## config.mk

```make
export PLATFORM = sky130hd
export DESIGN_NAME = rpg_top
export DESIGN_NICKNAME = d
export VERILOG_FILES = /design/src/rtl/rpg_pkg.sv /design/src/rtl/rpg_top.sv
export SDC_FILE = /design/constraint.sdc
export NUM_CORES = 2
export LEC_CHECK = 0
export ABC_CLOCK_PERIOD_IN_PS = 22300
export BUFFER_PORTS_ARGS = -buffer_cell sky130_fd_sc_hd__buf_4
export CAP_MARGIN = 5
export CORE_ASPECT_RATIO = 0.75
export CORE_MARGIN = 2
export CORE_UTILIZATION = 30
export CTS_BUF_LIST = sky130_fd_sc_hd__clkbuf_2 sky130_fd_sc_hd__clkbuf_4 sky130_fd_sc_hd__clkbuf_8
export DETAILED_ROUTE_END_ITERATION = 12
export PLACE_DENSITY_LB_ADDON = 0.15
export REMOVE_ABC_BUFFERS = 1
export SLEW_MARGIN = 20
export SYNTH_ARGS = -nofsm -noshare
export SYNTH_HDL_FRONTEND = slang
export SYNTH_SLANG_ARGS = --single-unit
```

## constraint.sdc

```tcl
create_clock -name CLK_SYS_I -period 22.3 [get_ports CLK_SYS_I]
set_input_delay 4.46 -clock CLK_SYS_I [delete_from_list [all_inputs] [get_ports CLK_SYS_I]]
set_output_delay 4.46 -clock CLK_SYS_I [all_outputs]
set_load 0.05 [all_outputs]
```

## src/rtl/rpg_pkg.sv

```systemverilog
// constants and types for the rate-limited pattern generator and checker
package rpg_pkg;

	localparam int RPG_WORD_W = 256;
	localparam int RPG_DW_PER_WORD = 8;
	localparam int RPG_WORDS_PER_SEG = 16; // 512 bytes of 32-byte words
	localparam int RPG_SEG_IDX_W = 4;
	localparam int RPG_ADDR_W = 48;
	localparam int RPG_LEN_W = 32;
	localparam int RPG_RATE_W = 7;
	localparam logic [6:0] RPG_WINDOW = 7'h64; // 100 cycles
	localparam logic [6:0] RPG_SLOT_FIRST = 7'h01;
	localparam int RPG_RD_LAT = 2;

	// lfsr seed constant mixed into the seed built from the upper half of the low address dword
	localparam logic [31:0] RPG_SEED_HI_MIX = 32'h0000_ffff;

	typedef enum logic [2:0] {
		RPG_PAT_INC = 3'h0,
		RPG_PAT_DEC = 3'h1,
		RPG_PAT_LFSR = 3'h2,
		RPG_PAT_ZERO = 3'h3,
		RPG_PAT_ONE = 3'h4
	} rpg_pattern_t;

	typedef enum logic [2:0] {
		RPG_ST_IDLE = 3'b001,
		RPG_ST_WRITE = 3'b010,
		RPG_ST_READ = 3'b100
	} rpg_state_t;

endpackage

```

## src/rtl/rpg_top.sv

```systemverilog
// rate-limited 256-bit pattern generator and checker for one user port
`timescale 1ns/1ps

module rpg_top #(
	parameter int LEN_W = rpg_pkg::RPG_LEN_W
) (
	input wire logic CLK_SYS_I,
	input wire logic RST_I,
	input wire logic WRITE_BEGIN_PULSE_I,
	input wire logic READ_BEGIN_PULSE_I,
	input wire logic [LEN_W-1:0] TRANSFER_LENGTH_I,
	input wire logic [rpg_pkg::RPG_ADDR_W-1:0] START_BLOCK_ADDRESS_I,
	input wire logic [2:0] PATTERN_CHOICE_I,
	input wire logic [6:0] RATE_PERCENT_I,
	input wire logic CHECK_ENABLE_I,
	input wire logic [rpg_pkg::RPG_ADDR_W-1:0] HEADER_QUEUE_I,
	output logic HEADER_QUEUE_POP_O,
	input wire logic TX_FIFO_ALMOST_FULL_I,
	output logic TX_FIFO_PUSH_O,
	output logic [rpg_pkg::RPG_WORD_W-1:0] TX_FIFO_WORD_O,
	input wire logic RX_FIFO_EMPTY_I,
	output logic RX_FIFO_POP_O,
	input wire logic [rpg_pkg::RPG_WORD_W-1:0] RX_FIFO_WORD_I,
	output logic WRITE_ACTIVE_O,
	output logic READ_ACTIVE_O,
	output logic COMPARE_ERROR_O,
	output logic [LEN_W-1:0] BEAT_COUNTER_O
);

	initial begin
		if (LEN_W < 2 || LEN_W > 48) begin
			$error("rpg_top: LEN_W out of range");
		end
	end

	// ----------------------------------------------------------------
	// state and counters
	// ----------------------------------------------------------------
	rpg_pkg::rpg_state_t state;
	rpg_pkg::rpg_state_t next_state;
	logic [6:0] rate_slot_count;
	logic rate_slot_enable;
	logic [LEN_W-1:0] beat_counter;
	logic [LEN_W-1:0] end_count;
	logic [rpg_pkg::RPG_SEG_IDX_W-1:0] seg_idx;
	logic [31:0] data_count;
	logic [127:0] lfsr_a;
	logic [127:0] lfsr_b;
	logic [rpg_pkg::RPG_WORD_W-1:0] gen_word;
	logic [rpg_pkg::RPG_ADDR_W-1:0] header;
	logic [rpg_pkg::RPG_RD_LAT-1:0] pop_pipe;
	logic compare_error;

	wire write_active = (state == rpg_pkg::RPG_ST_WRITE);
	wire read_active = (state == rpg_pkg::RPG_ST_READ);
	wire any_active = write_active | read_active;

	// ----------------------------------------------------------------
	// decode
	// ----------------------------------------------------------------
	// the last beat drops push one cycle before write_active falls
	wire write_done = write_active && (beat_counter == end_count);
	wire read_done = read_active && (beat_counter == end_count);
	// push and pop need slot, room or data, and an open transfer
	wire push = write_active && !write_done && rate_slot_enable && !TX_FIFO_ALMOST_FULL_I;
	// pop is gated by the slot flop directly, so it falls with it
	wire pop = read_active && rate_slot_enable && !RX_FIFO_EMPTY_I;
	wire read_beat = pop_pipe[rpg_pkg::RPG_RD_LAT-1];
	wire gen_step = push | read_beat;
	wire seg_start = (seg_idx == '0);
	wire seg_last = (seg_idx == rpg_pkg::RPG_SEG_IDX_W'(rpg_pkg::RPG_WORDS_PER_SEG - 1));
	wire [2:0] pat = PATTERN_CHOICE_I;
	wire hdr_pattern = (pat == rpg_pkg::RPG_PAT_INC) || (pat == rpg_pkg::RPG_PAT_DEC)
		|| (pat == rpg_pkg::RPG_PAT_LFSR);
	wire [31:0] addr_low = START_BLOCK_ADDRESS_I[31:0];
	wire [31:0] addr_low_inv = ~addr_low;
	wire [LEN_W-1:0] next_end = TRANSFER_LENGTH_I;

	// ----------------------------------------------------------------
	// state machine
	// ----------------------------------------------------------------
	// begin pulses are taken only from idle; a pulse while busy is dropped
	always_comb begin
		next_state = state;
		case (state)
			rpg_pkg::RPG_ST_IDLE: begin
				if (WRITE_BEGIN_PULSE_I) begin
					next_state = rpg_pkg::RPG_ST_WRITE;
				end else if (READ_BEGIN_PULSE_I) begin
					next_state = rpg_pkg::RPG_ST_READ;
				end
			end
			rpg_pkg::RPG_ST_WRITE: begin
				if (write_done) begin
					next_state = rpg_pkg::RPG_ST_IDLE;
				end
			end
			rpg_pkg::RPG_ST_READ: begin
				if (read_done) begin
					next_state = rpg_pkg::RPG_ST_IDLE;
				end
			end
			default: next_state = rpg_pkg::RPG_ST_IDLE;
		endcase
	end

	always_ff @(posedge CLK_SYS_I or posedge RST_I) begin
		if (RST_I) begin
			state <= rpg_pkg::RPG_ST_IDLE;
		end else begin
			state <= next_state;
		end
	end

	// ----------------------------------------------------------------
	// rate throttle
	// ----------------------------------------------------------------
	// count reloaded to the window value while idle so a new transfer opens a fresh window
	always_ff @(posedge CLK_SYS_I or posedge RST_I) begin
		if (RST_I) begin
			rate_slot_count <= rpg_pkg::RPG_WINDOW;
			rate_slot_enable <= 1'b0;
		end else if (any_active) begin
			if (rate_slot_count == rpg_pkg::RPG_WINDOW) begin
				rate_slot_count <= rpg_pkg::RPG_SLOT_FIRST;
			end else begin
				rate_slot_count <= rate_slot_count + 7'h01;
			end
			// on at 100, off at rate_percent: rate_percent cycles per window
			if (rate_slot_count == rpg_pkg::RPG_WINDOW && RATE_PERCENT_I != 7'h00) begin
				rate_slot_enable <= 1'b1;
			end else if (rate_slot_count == RATE_PERCENT_I) begin
				rate_slot_enable <= 1'b0;
			end
		end else begin
			rate_slot_count <= rpg_pkg::RPG_WINDOW;
			rate_slot_enable <= 1'b0;
		end
	end

	// ----------------------------------------------------------------
	// beat counter, end size and read latency pipe
	// ----------------------------------------------------------------
	always_ff @(posedge CLK_SYS_I or posedge RST_I) begin
		if (RST_I) begin
			beat_counter <= '0;
			end_count <= '0;
			pop_pipe <= '0;
		end else begin
			pop_pipe <= {pop_pipe[rpg_pkg::RPG_RD_LAT-2:0], pop};
			if (state == rpg_pkg::RPG_ST_IDLE && (WRITE_BEGIN_PULSE_I || READ_BEGIN_PULSE_I)) begin
				beat_counter <= '0;
				end_count <= next_end;
			end else if (push) begin
				beat_counter <= beat_counter + 1'b1;
			end else if (read_active && read_beat) begin
				beat_counter <= beat_counter + 1'b1;
			end
		end
	end

	// ----------------------------------------------------------------
	// lfsr look-ahead
	// ----------------------------------------------------------------
	// one step of x^32 + x^22 + x^2 + x + 1 on a 32-bit fibonacci register
	function automatic logic [31:0] lfsr_step(input logic [31:0] v);
		logic fb;
		fb = v[31] ^ v[21] ^ v[1] ^ v[0];
		lfsr_step = {v[30:0], fb};
	endfunction

	// four successive values per half, newest in the top dword
	function automatic logic [127:0] lfsr_adv(input logic [127:0] h);
		logic [31:0] v0;
		logic [31:0] v1;
		logic [31:0] v2;
		logic [31:0] v3;
		v0 = lfsr_step(h[127:96]);
		v1 = lfsr_step(v0);
		v2 = lfsr_step(v1);
		v3 = lfsr_step(v2);
		lfsr_adv = {v3, v2, v1, v0};
	endfunction

	// distinct seeds from address halves and their inverse
	wire [31:0] seed_a = {addr_low[15:0], addr_low_inv[15:0]};
	wire [31:0] seed_b = {addr_low_inv[31:16], addr_low[31:16]} ^ rpg_pkg::RPG_SEED_HI_MIX;
	wire [127:0] lfsr_a_init = lfsr_adv({seed_a, 96'h0});
	wire [127:0] lfsr_b_init = lfsr_adv({seed_b, 96'h0});

	// ----------------------------------------------------------------
	// pattern state
	// ----------------------------------------------------------------
	always_ff @(posedge CLK_SYS_I or posedge RST_I) begin
		if (RST_I) begin
			seg_idx <= '0;
			data_count <= '0;
			lfsr_a <= '0;
			lfsr_b <= '0;
			header <= '0;
		end else if (state == rpg_pkg::RPG_ST_IDLE) begin
			seg_idx <= '0;
			data_count <= '0;
			lfsr_a <= lfsr_a_init;
			lfsr_b <= lfsr_b_init;
			header <= HEADER_QUEUE_I;
		end else if (gen_step) begin
			seg_idx <= seg_last ? '0 : seg_idx + 1'b1;
			data_count <= data_count + 32'h0000_0008;
			lfsr_a <= lfsr_adv(lfsr_a);
			lfsr_b <= lfsr_adv(lfsr_b);
			if (seg_last) begin
				header <= HEADER_QUEUE_I;
			end
		end
	end

	// next segment address is taken when the current one closes
	assign HEADER_QUEUE_POP_O = gen_step && seg_last && hdr_pattern;

	// ----------------------------------------------------------------
	// word assembly
	// ----------------------------------------------------------------
	always_comb begin
		gen_word = '0;
		for (int i = 0; i < rpg_pkg::RPG_DW_PER_WORD; i++) begin
			case (pat)
				rpg_pkg::RPG_PAT_INC: gen_word[i*32 +: 32] = data_count + 32'(i);
				rpg_pkg::RPG_PAT_DEC: gen_word[i*32 +: 32] = ~(data_count + 32'(i));
				rpg_pkg::RPG_PAT_LFSR: gen_word[i*32 +: 32] = (i < 4) ? lfsr_a[i*32 +: 32]
					: lfsr_b[(i-4)*32 +: 32];
				rpg_pkg::RPG_PAT_ONE: gen_word[i*32 +: 32] = 32'hffff_ffff;
				default: gen_word[i*32 +: 32] = 32'h0000_0000;
			endcase
		end
		// header replaces dwords 0 and 1 of the first word in a segment
		if (seg_start && hdr_pattern) begin
			gen_word[63:0] = {16'h0000, header};
		end
	end

	// ----------------------------------------------------------------
	// write data and checking
	// ----------------------------------------------------------------
	// data registered with push so both leave the block together
	always_ff @(posedge CLK_SYS_I or posedge RST_I) begin
		if (RST_I) begin
			TX_FIFO_PUSH_O <= 1'b0;
			TX_FIFO_WORD_O <= '0;
		end else begin
			TX_FIFO_PUSH_O <= push;
			if (push) begin
				TX_FIFO_WORD_O <= gen_word;
			end
		end
	end

	// sticky error, cleared only by the next read begin
	always_ff @(posedge CLK_SYS_I or posedge RST_I) begin
		if (RST_I) begin
			compare_error <= 1'b0;
		end else if (read_active && read_beat && CHECK_ENABLE_I
			&& RX_FIFO_WORD_I != gen_word) begin
			compare_error <= 1'b1;
		end else if (state == rpg_pkg::RPG_ST_IDLE && READ_BEGIN_PULSE_I
			&& !WRITE_BEGIN_PULSE_I) begin
			compare_error <= 1'b0;
		end
	end

	// ----------------------------------------------------------------
	// outputs
	// ----------------------------------------------------------------
	assign RX_FIFO_POP_O = pop;
	assign WRITE_ACTIVE_O = write_active;
	assign READ_ACTIVE_O = read_active;
	assign COMPARE_ERROR_O = compare_error;
	assign BEAT_COUNTER_O = beat_counter;

endmodule

```

After elaboration in Yosys (flattened, before gate mapping):

Index checks and enable logic that the tools add are counted.

* bits in registers: 675
* bits of input ports: 401
* output and inout bits: 294
* logic and storage cells: 169

* $add $sub $neg: 11
* equal/unequal tests: 15
* mux-type cells: 36
* bitwise logic cells: 60
* reductions and logical operators: 33

Operators with widths (number)
* 32-bit one-hot mux with 4 select lines: 8
* 128-bit 2-to-1 mux: 4
* 32-bit NOT: 9
* 256-bit != test: 1
* 32-bit 2-to-1 mux: 5
* 48-bit 2-to-1 mux: 3
* 32-bit by 3-bit adder with 32-bit output (second input constant): 4
* 32-bit by 1-bit adder with 32-bit output (second input constant): 2
* 32-bit by 2-bit adder with 32-bit output (second input constant): 2
* 64-bit 2-to-1 mux: 1
* 1-bit XOR: 48
* 32-bit by 4-bit adder with 32-bit output (second input constant): 1
* 32-bit == test: 1
* 1-bit logical AND: 17
* 16-bit NOT: 1
* 7-bit 2-to-1 mux: 2
* 3-bit 2-to-1 mux: 4
* 4-bit 2-to-1 mux: 3
* 3-bit one-hot mux with 3 select lines: 1
* 7-bit by 1-bit adder with 7-bit output (second input constant): 1
* 7-bit == test: 1
* 7-bit == test (second input constant): 1
* 7-bit nonzero test: 1
* 3-bit by 1-bit == test with 1-bit output (second input constant): 2
* other kinds (17): 32

Longest topological paths before layout:

* depth in word-level cells: 9
* mapped depth: 14
* mapped depth without buffers: 11

Worst setup path after synthesis:

No wires, ideal clock.

* kind: input port to output port
* start point: input port PATTERN_CHOICE_I[2]
* end point: output port HEADER_QUEUE_POP_O
* arrival: 6.343 ns
* data required time: 17.840 ns
* setup slack: 11.497 ns
* stages: 6
* path buffers: 5
* cell sequence: buf_4 > buf_6 > buf_6 > clkbuf_1 > clkbuf_1 > nor3_1

* word-level cells in the longest chain between the ends: 4
* elaborated cells between the ends (all ways): 6
* those cells by class: eq/ne (2); reduce/logical (4)

Ends and longest elaborated chain
* from (decl): RTL line rpg_top.sv:13 `input wire logic [2:0] PATTERN_CHOICE_I,`
* 3-bit by 1-bit == test with 1-bit output / 3-bit zero test (equally long branches): RTL line rpg_top.sv:73 `wire hdr_pattern = (pat == rpg_pkg::RPG_PAT_INC) || (pat == rpg_pkg::RPG_PAT_DEC)`
* 1-bit logical OR: RTL line rpg_top.sv:73
* 1-bit logical OR *: RTL line rpg_top.sv:74 `|| (pat == rpg_pkg::RPG_PAT_LFSR);`
* 1-bit logical AND *: RTL line rpg_top.sv:219 `assign HEADER_QUEUE_POP_O = gen_step && seg_last && hdr_pattern;`
* to (decl): RTL line rpg_top.sv:17 `output logic HEADER_QUEUE_POP_O,`

Mark *: on every way between the ends. The rest lies on a longest branch, timed or not.

Worst setup path after layout:

* start point: input port TX_FIFO_ALMOST_FULL_I
* end point: output port HEADER_QUEUE_POP_O

* word-level cells in the longest chain between the ends: 5

Ends and longest elaborated chain
* from (decl): RTL line rpg_top.sv:18 `input wire logic TX_FIFO_ALMOST_FULL_I,`
* 1-bit zero test: RTL line rpg_top.sv:65 `wire push = write_active && !write_done && rate_slot_enable && !TX_FIFO_ALMOST_FULL_I;`
* 1-bit logical AND: RTL line rpg_top.sv:65
* 1-bit OR: RTL line rpg_top.sv:69 `wire gen_step = push | read_beat;`
* 1-bit logical AND (2 in series): RTL line rpg_top.sv:219

No other way between the ends.

==> impl_metrics.toml <==
[detailed_routing]
vias_per_cell = 5.46
ant_nets = 0
firstDrtPassIters = 7
postRouteWirelength_um = 151000
first_iter_violations = 3234
drc = 0
wire_per_inst_um = 30.4
vias = 27200

[grt]
grt_pass1_vias = 25800
grt_max_degree = 112
antenna_found_initial = 22
gr-usage-all-layers_pct = 31.3
grt_pass1_wl_um = 207000
grt_overflow_total = 0

[logic_synthesis]
synthesis.area_um2 = 27400
synth-edff-count = 0
ys_types = 101
netlist_instances = 3043
synthAdderAreaFrac_pct = 0.310
synthSimpleGateAreaFrac_pct = 19.1
synth_xor_xnor_area_share_pct = 10.1
synth_area_per_cell_um2 = 9.01
synthMuxAreaShare_pct = 4.11
postSynth.asyncResetShare_pct = 100
synth_top_family_by_area = "simple AND/OR/NAND/NOR gates"
ys_ff_latch = 484
synth_compound_area_share_pct = 18.3
ys_seq_area_share_pct = 44.2
synth_flop_cell = "dfrtp_1"
ys.warnings.count = 0

[hold_path]
hold_path_class = "register to register"

[cells_and_area]
nFillCells = 9538
multi_input_area_um2 = 14300
layout-drive-gt1-share_pct = 28.5
area_growth_pct = 30.3
final_util_pct = 39.2
finalNonFillerCells = 4972
fin_nets = 4080
regArea_um2 = 12100

[placement]
dpl.hpwl_um = 118000
portBuffers = 678
gp_congestion = 0.982
dp_cells = 4804

[sta]
slew_headroom_pct = 13.6
fmax_mhz = 89.1
hold_viol_final = 0
rsz0062_at_grt = "no"
clock_skew_ns = 0.0536
fin_crit_ns = 11.23
fin_crit_sh_pct = 50.3
worstMarginPinSlew_ns = 1.28
whs_ns = 0.398
finalSetupViolCount = 0
report.final.slew_viol_count = 0

[critical_path]
critPathMaxStageDelay_ns = 0.75
crit_slowest_cell = "buf_4"
startpoint_type = "input pin"
criticalPathCategory = "input pin to primary output"
critPathMostFrequentCell = "buf_4"
cp.arrival_ns = 6.77
cp_cell_sequence = "buf_4, inv_1, o2111ai_4, nand2_2, buf_4, nand4_1, nor3_1, buf_4"
endpoint_kind = "primary output"
critPathRequiredTime_ns = 17.84
critPathMaxFanout = 76

[clocking]
post_cts_buffers = 0
clk_latency_ns = 0.77
cts.htree.levels = 3
clock-sinks = 484
cts-root-buf = "clkbuf_8"
cts_max_path_buffers = 3
cts.reportedPaths.clkPinSlew_ns = 0.06
hold_buffers = 0
cts_tree = "built"
cts_resized = 0
cts_buffers = 92

[floorplan]
io_pins = 695
num_rows = 96
fp.dieH_um = 266
die_area_um2 = 93900
start_util_pct = 30.1
coreArea_um2 = 91000
dieWidth_um = 353

[job]
cap_viol_max_count = 0

[power_and_ir_drop]
power.leakage_nw = 16.1
power.density_nw_per_um2 = 125
ir_worst_vdd_uv = 60.5

[status]
outcome = "finished clean"
## synthesized netlist by cell type, drive strengths merged (8+ instances only)
cell type	instances	area, um2
a2111oi	12	113
a211oi	41	318
a21o	24	180
a21oi	158	821
a221oi	12	111
a22oi	18	135
a31oi	101	632
and2	32	200
and3	15	93.8
buf	67	353
clkbuf	143	538
dfrtp	480	12000
inv	50	188
mux2	83	935
mux2i	18	193
nand2	422	1580
nand2b	14	87.6
nand3	49	245
nand4	48	300
nand4bb	8	90.1
nor2	261	998
nor3	43	215
nor3b	10	85.1
nor4	31	194
nor4b	23	226
nor4bb	18	180
o2111ai	13	114
o211ai	19	143
o21a	12	90.1
o21ai	275	1380
o21bai	15	113
o22ai	24	150
o31ai	10	75.1
or2	26	165
or3	21	131
or4	11	82.6
xnor2	142	1240
xor2	173	1520
## critical path: cells and delay by family
kind	cells	cell delay [ns]
buffers and inverters	4	1.23
AO/OA/AOI/OAI	1	0.24
AND/OR/NAND/NOR	3	0.79
## kinds of logic (layout without fill, tap and decap cells)
group / after synthesis / after routing
AOI/OAI and AO/OA: 805 / 805
xor gates and xnor gates: 315 / 315
adders and majority gates: 7 / 7
buffers and inverters: 260 / 955
DFF: 484 / 484
muxes: 101 / 101
other: 0 / 9
and+or+nand+nor: 1071 / 1071
## flip-flops by register name, summed over array words and instances, names as in the netlist, 7 cells and up
signal / flops
TX_FIFO_WORD_O: 254
header: 48
lfsr_a: 35
lfsr_b: 35
BEAT_COUNTER_O: 32
end_count: 32
data_count: 29
rate_slot_count: 7
## worst paths after layout
path,startpoint,to,slack [ns],depth (start not counted)
min in group asynchronous,RST_I,TX_FIFO_PUSH_O,3.85,2
max in group asynchronous,RST_I,TX_FIFO_WORD_O[75],15.40,5
hold reg to reg,pop_pipe[0],pop_pipe[1],0.40,0
hold / removal,pop_pipe[0],pop_pipe[1],0.40,0
setup / recovery,TX_FIFO_ALMOST_FULL_I,HEADER_QUEUE_POP_O,11.07,8
setup reg to reg,seg_idx[0],COMPARE_ERROR_O,16.69,12
## metal layers
layer  GRT usage, %  vias up  wire length [um]
met5              0        -               126
met1           41.7    13400             63100
met2           46.3     1446             64900
met4           8.72       18              4430
li1               -    12100                 -
met3           13.0      220             18500
## layout by cell type, fill, tap and decap left out, types with 19 or more instances in the layout
| cell | synthesis | layout |
|---|---|---|
| a211oi_1 | 39 | 39 |
| a21o_1 | 24 | 24 |
| a21oi_1 | 154 | 153 |
| a31oi_1 | 101 | 100 |
| and2_1 | 31 | 31 |
| buf_4 | 9 | 745 |
| clkbuf_4 | 0 | 34 |
| clkbuf_8 | 0 | 110 |
| dfrtp_1 | 480 | 480 |
| inv_1 | 48 | 47 |
| mux2_2 | 83 | 83 |
| nand2_1 | 422 | 420 |
| nand3_1 | 49 | 47 |
| nand4_1 | 48 | 48 |
| nor2_1 | 259 | 257 |
| nor3_1 | 43 | 43 |
| nor4_1 | 31 | 30 |
| nor4b_1 | 19 | 19 |
| o211ai_1 | 19 | 19 |
| o21ai_0 | 265 | 265 |
| o22ai_1 | 24 | 24 |
| or3_1 | 21 | 21 |
| xnor2_1 | 142 | 142 |
| xor2_1 | 173 | 173 |
## cell type report
type,instances,area share (%)
Sequential cell,484,33.9
Clock inverter,15,0.375
Tap cell,1225,4.29
Inverter,50,0.553
Multi-Input combinational cell,2299,40.1
Clock buffer,144,4.95
Antenna cell,9,0.0630
Timing Repair Buffer,746,15.7
## through the flow
step	power [mW]	area, um2	setup slack, ns	setup TNS [ns]
6_report	4.48	35700	11.07	0
5_1_grt	4.67	35700	10.96	0
4_1_cts	4.47	35700	10.98	0
3_5_place_dp	3.52	33800	11.02	0
3_3_place_gp	3.50	33800	11.03	0
2_1_floorplan	2.69	26500	-2.64	-99.02
## where the power goes
part / switching (mW) / internal, mW / leakage [nW] / total [mW]
sequential: 0.337 / 1.19 / 6.31 / 1.52
clock: 0.433 / 0.514 / 1.01 / 0.947
combinational: 1.35 / 0.655 / 8.74 / 2.00
Note: power is estimated with default switching activity, not from simulation.
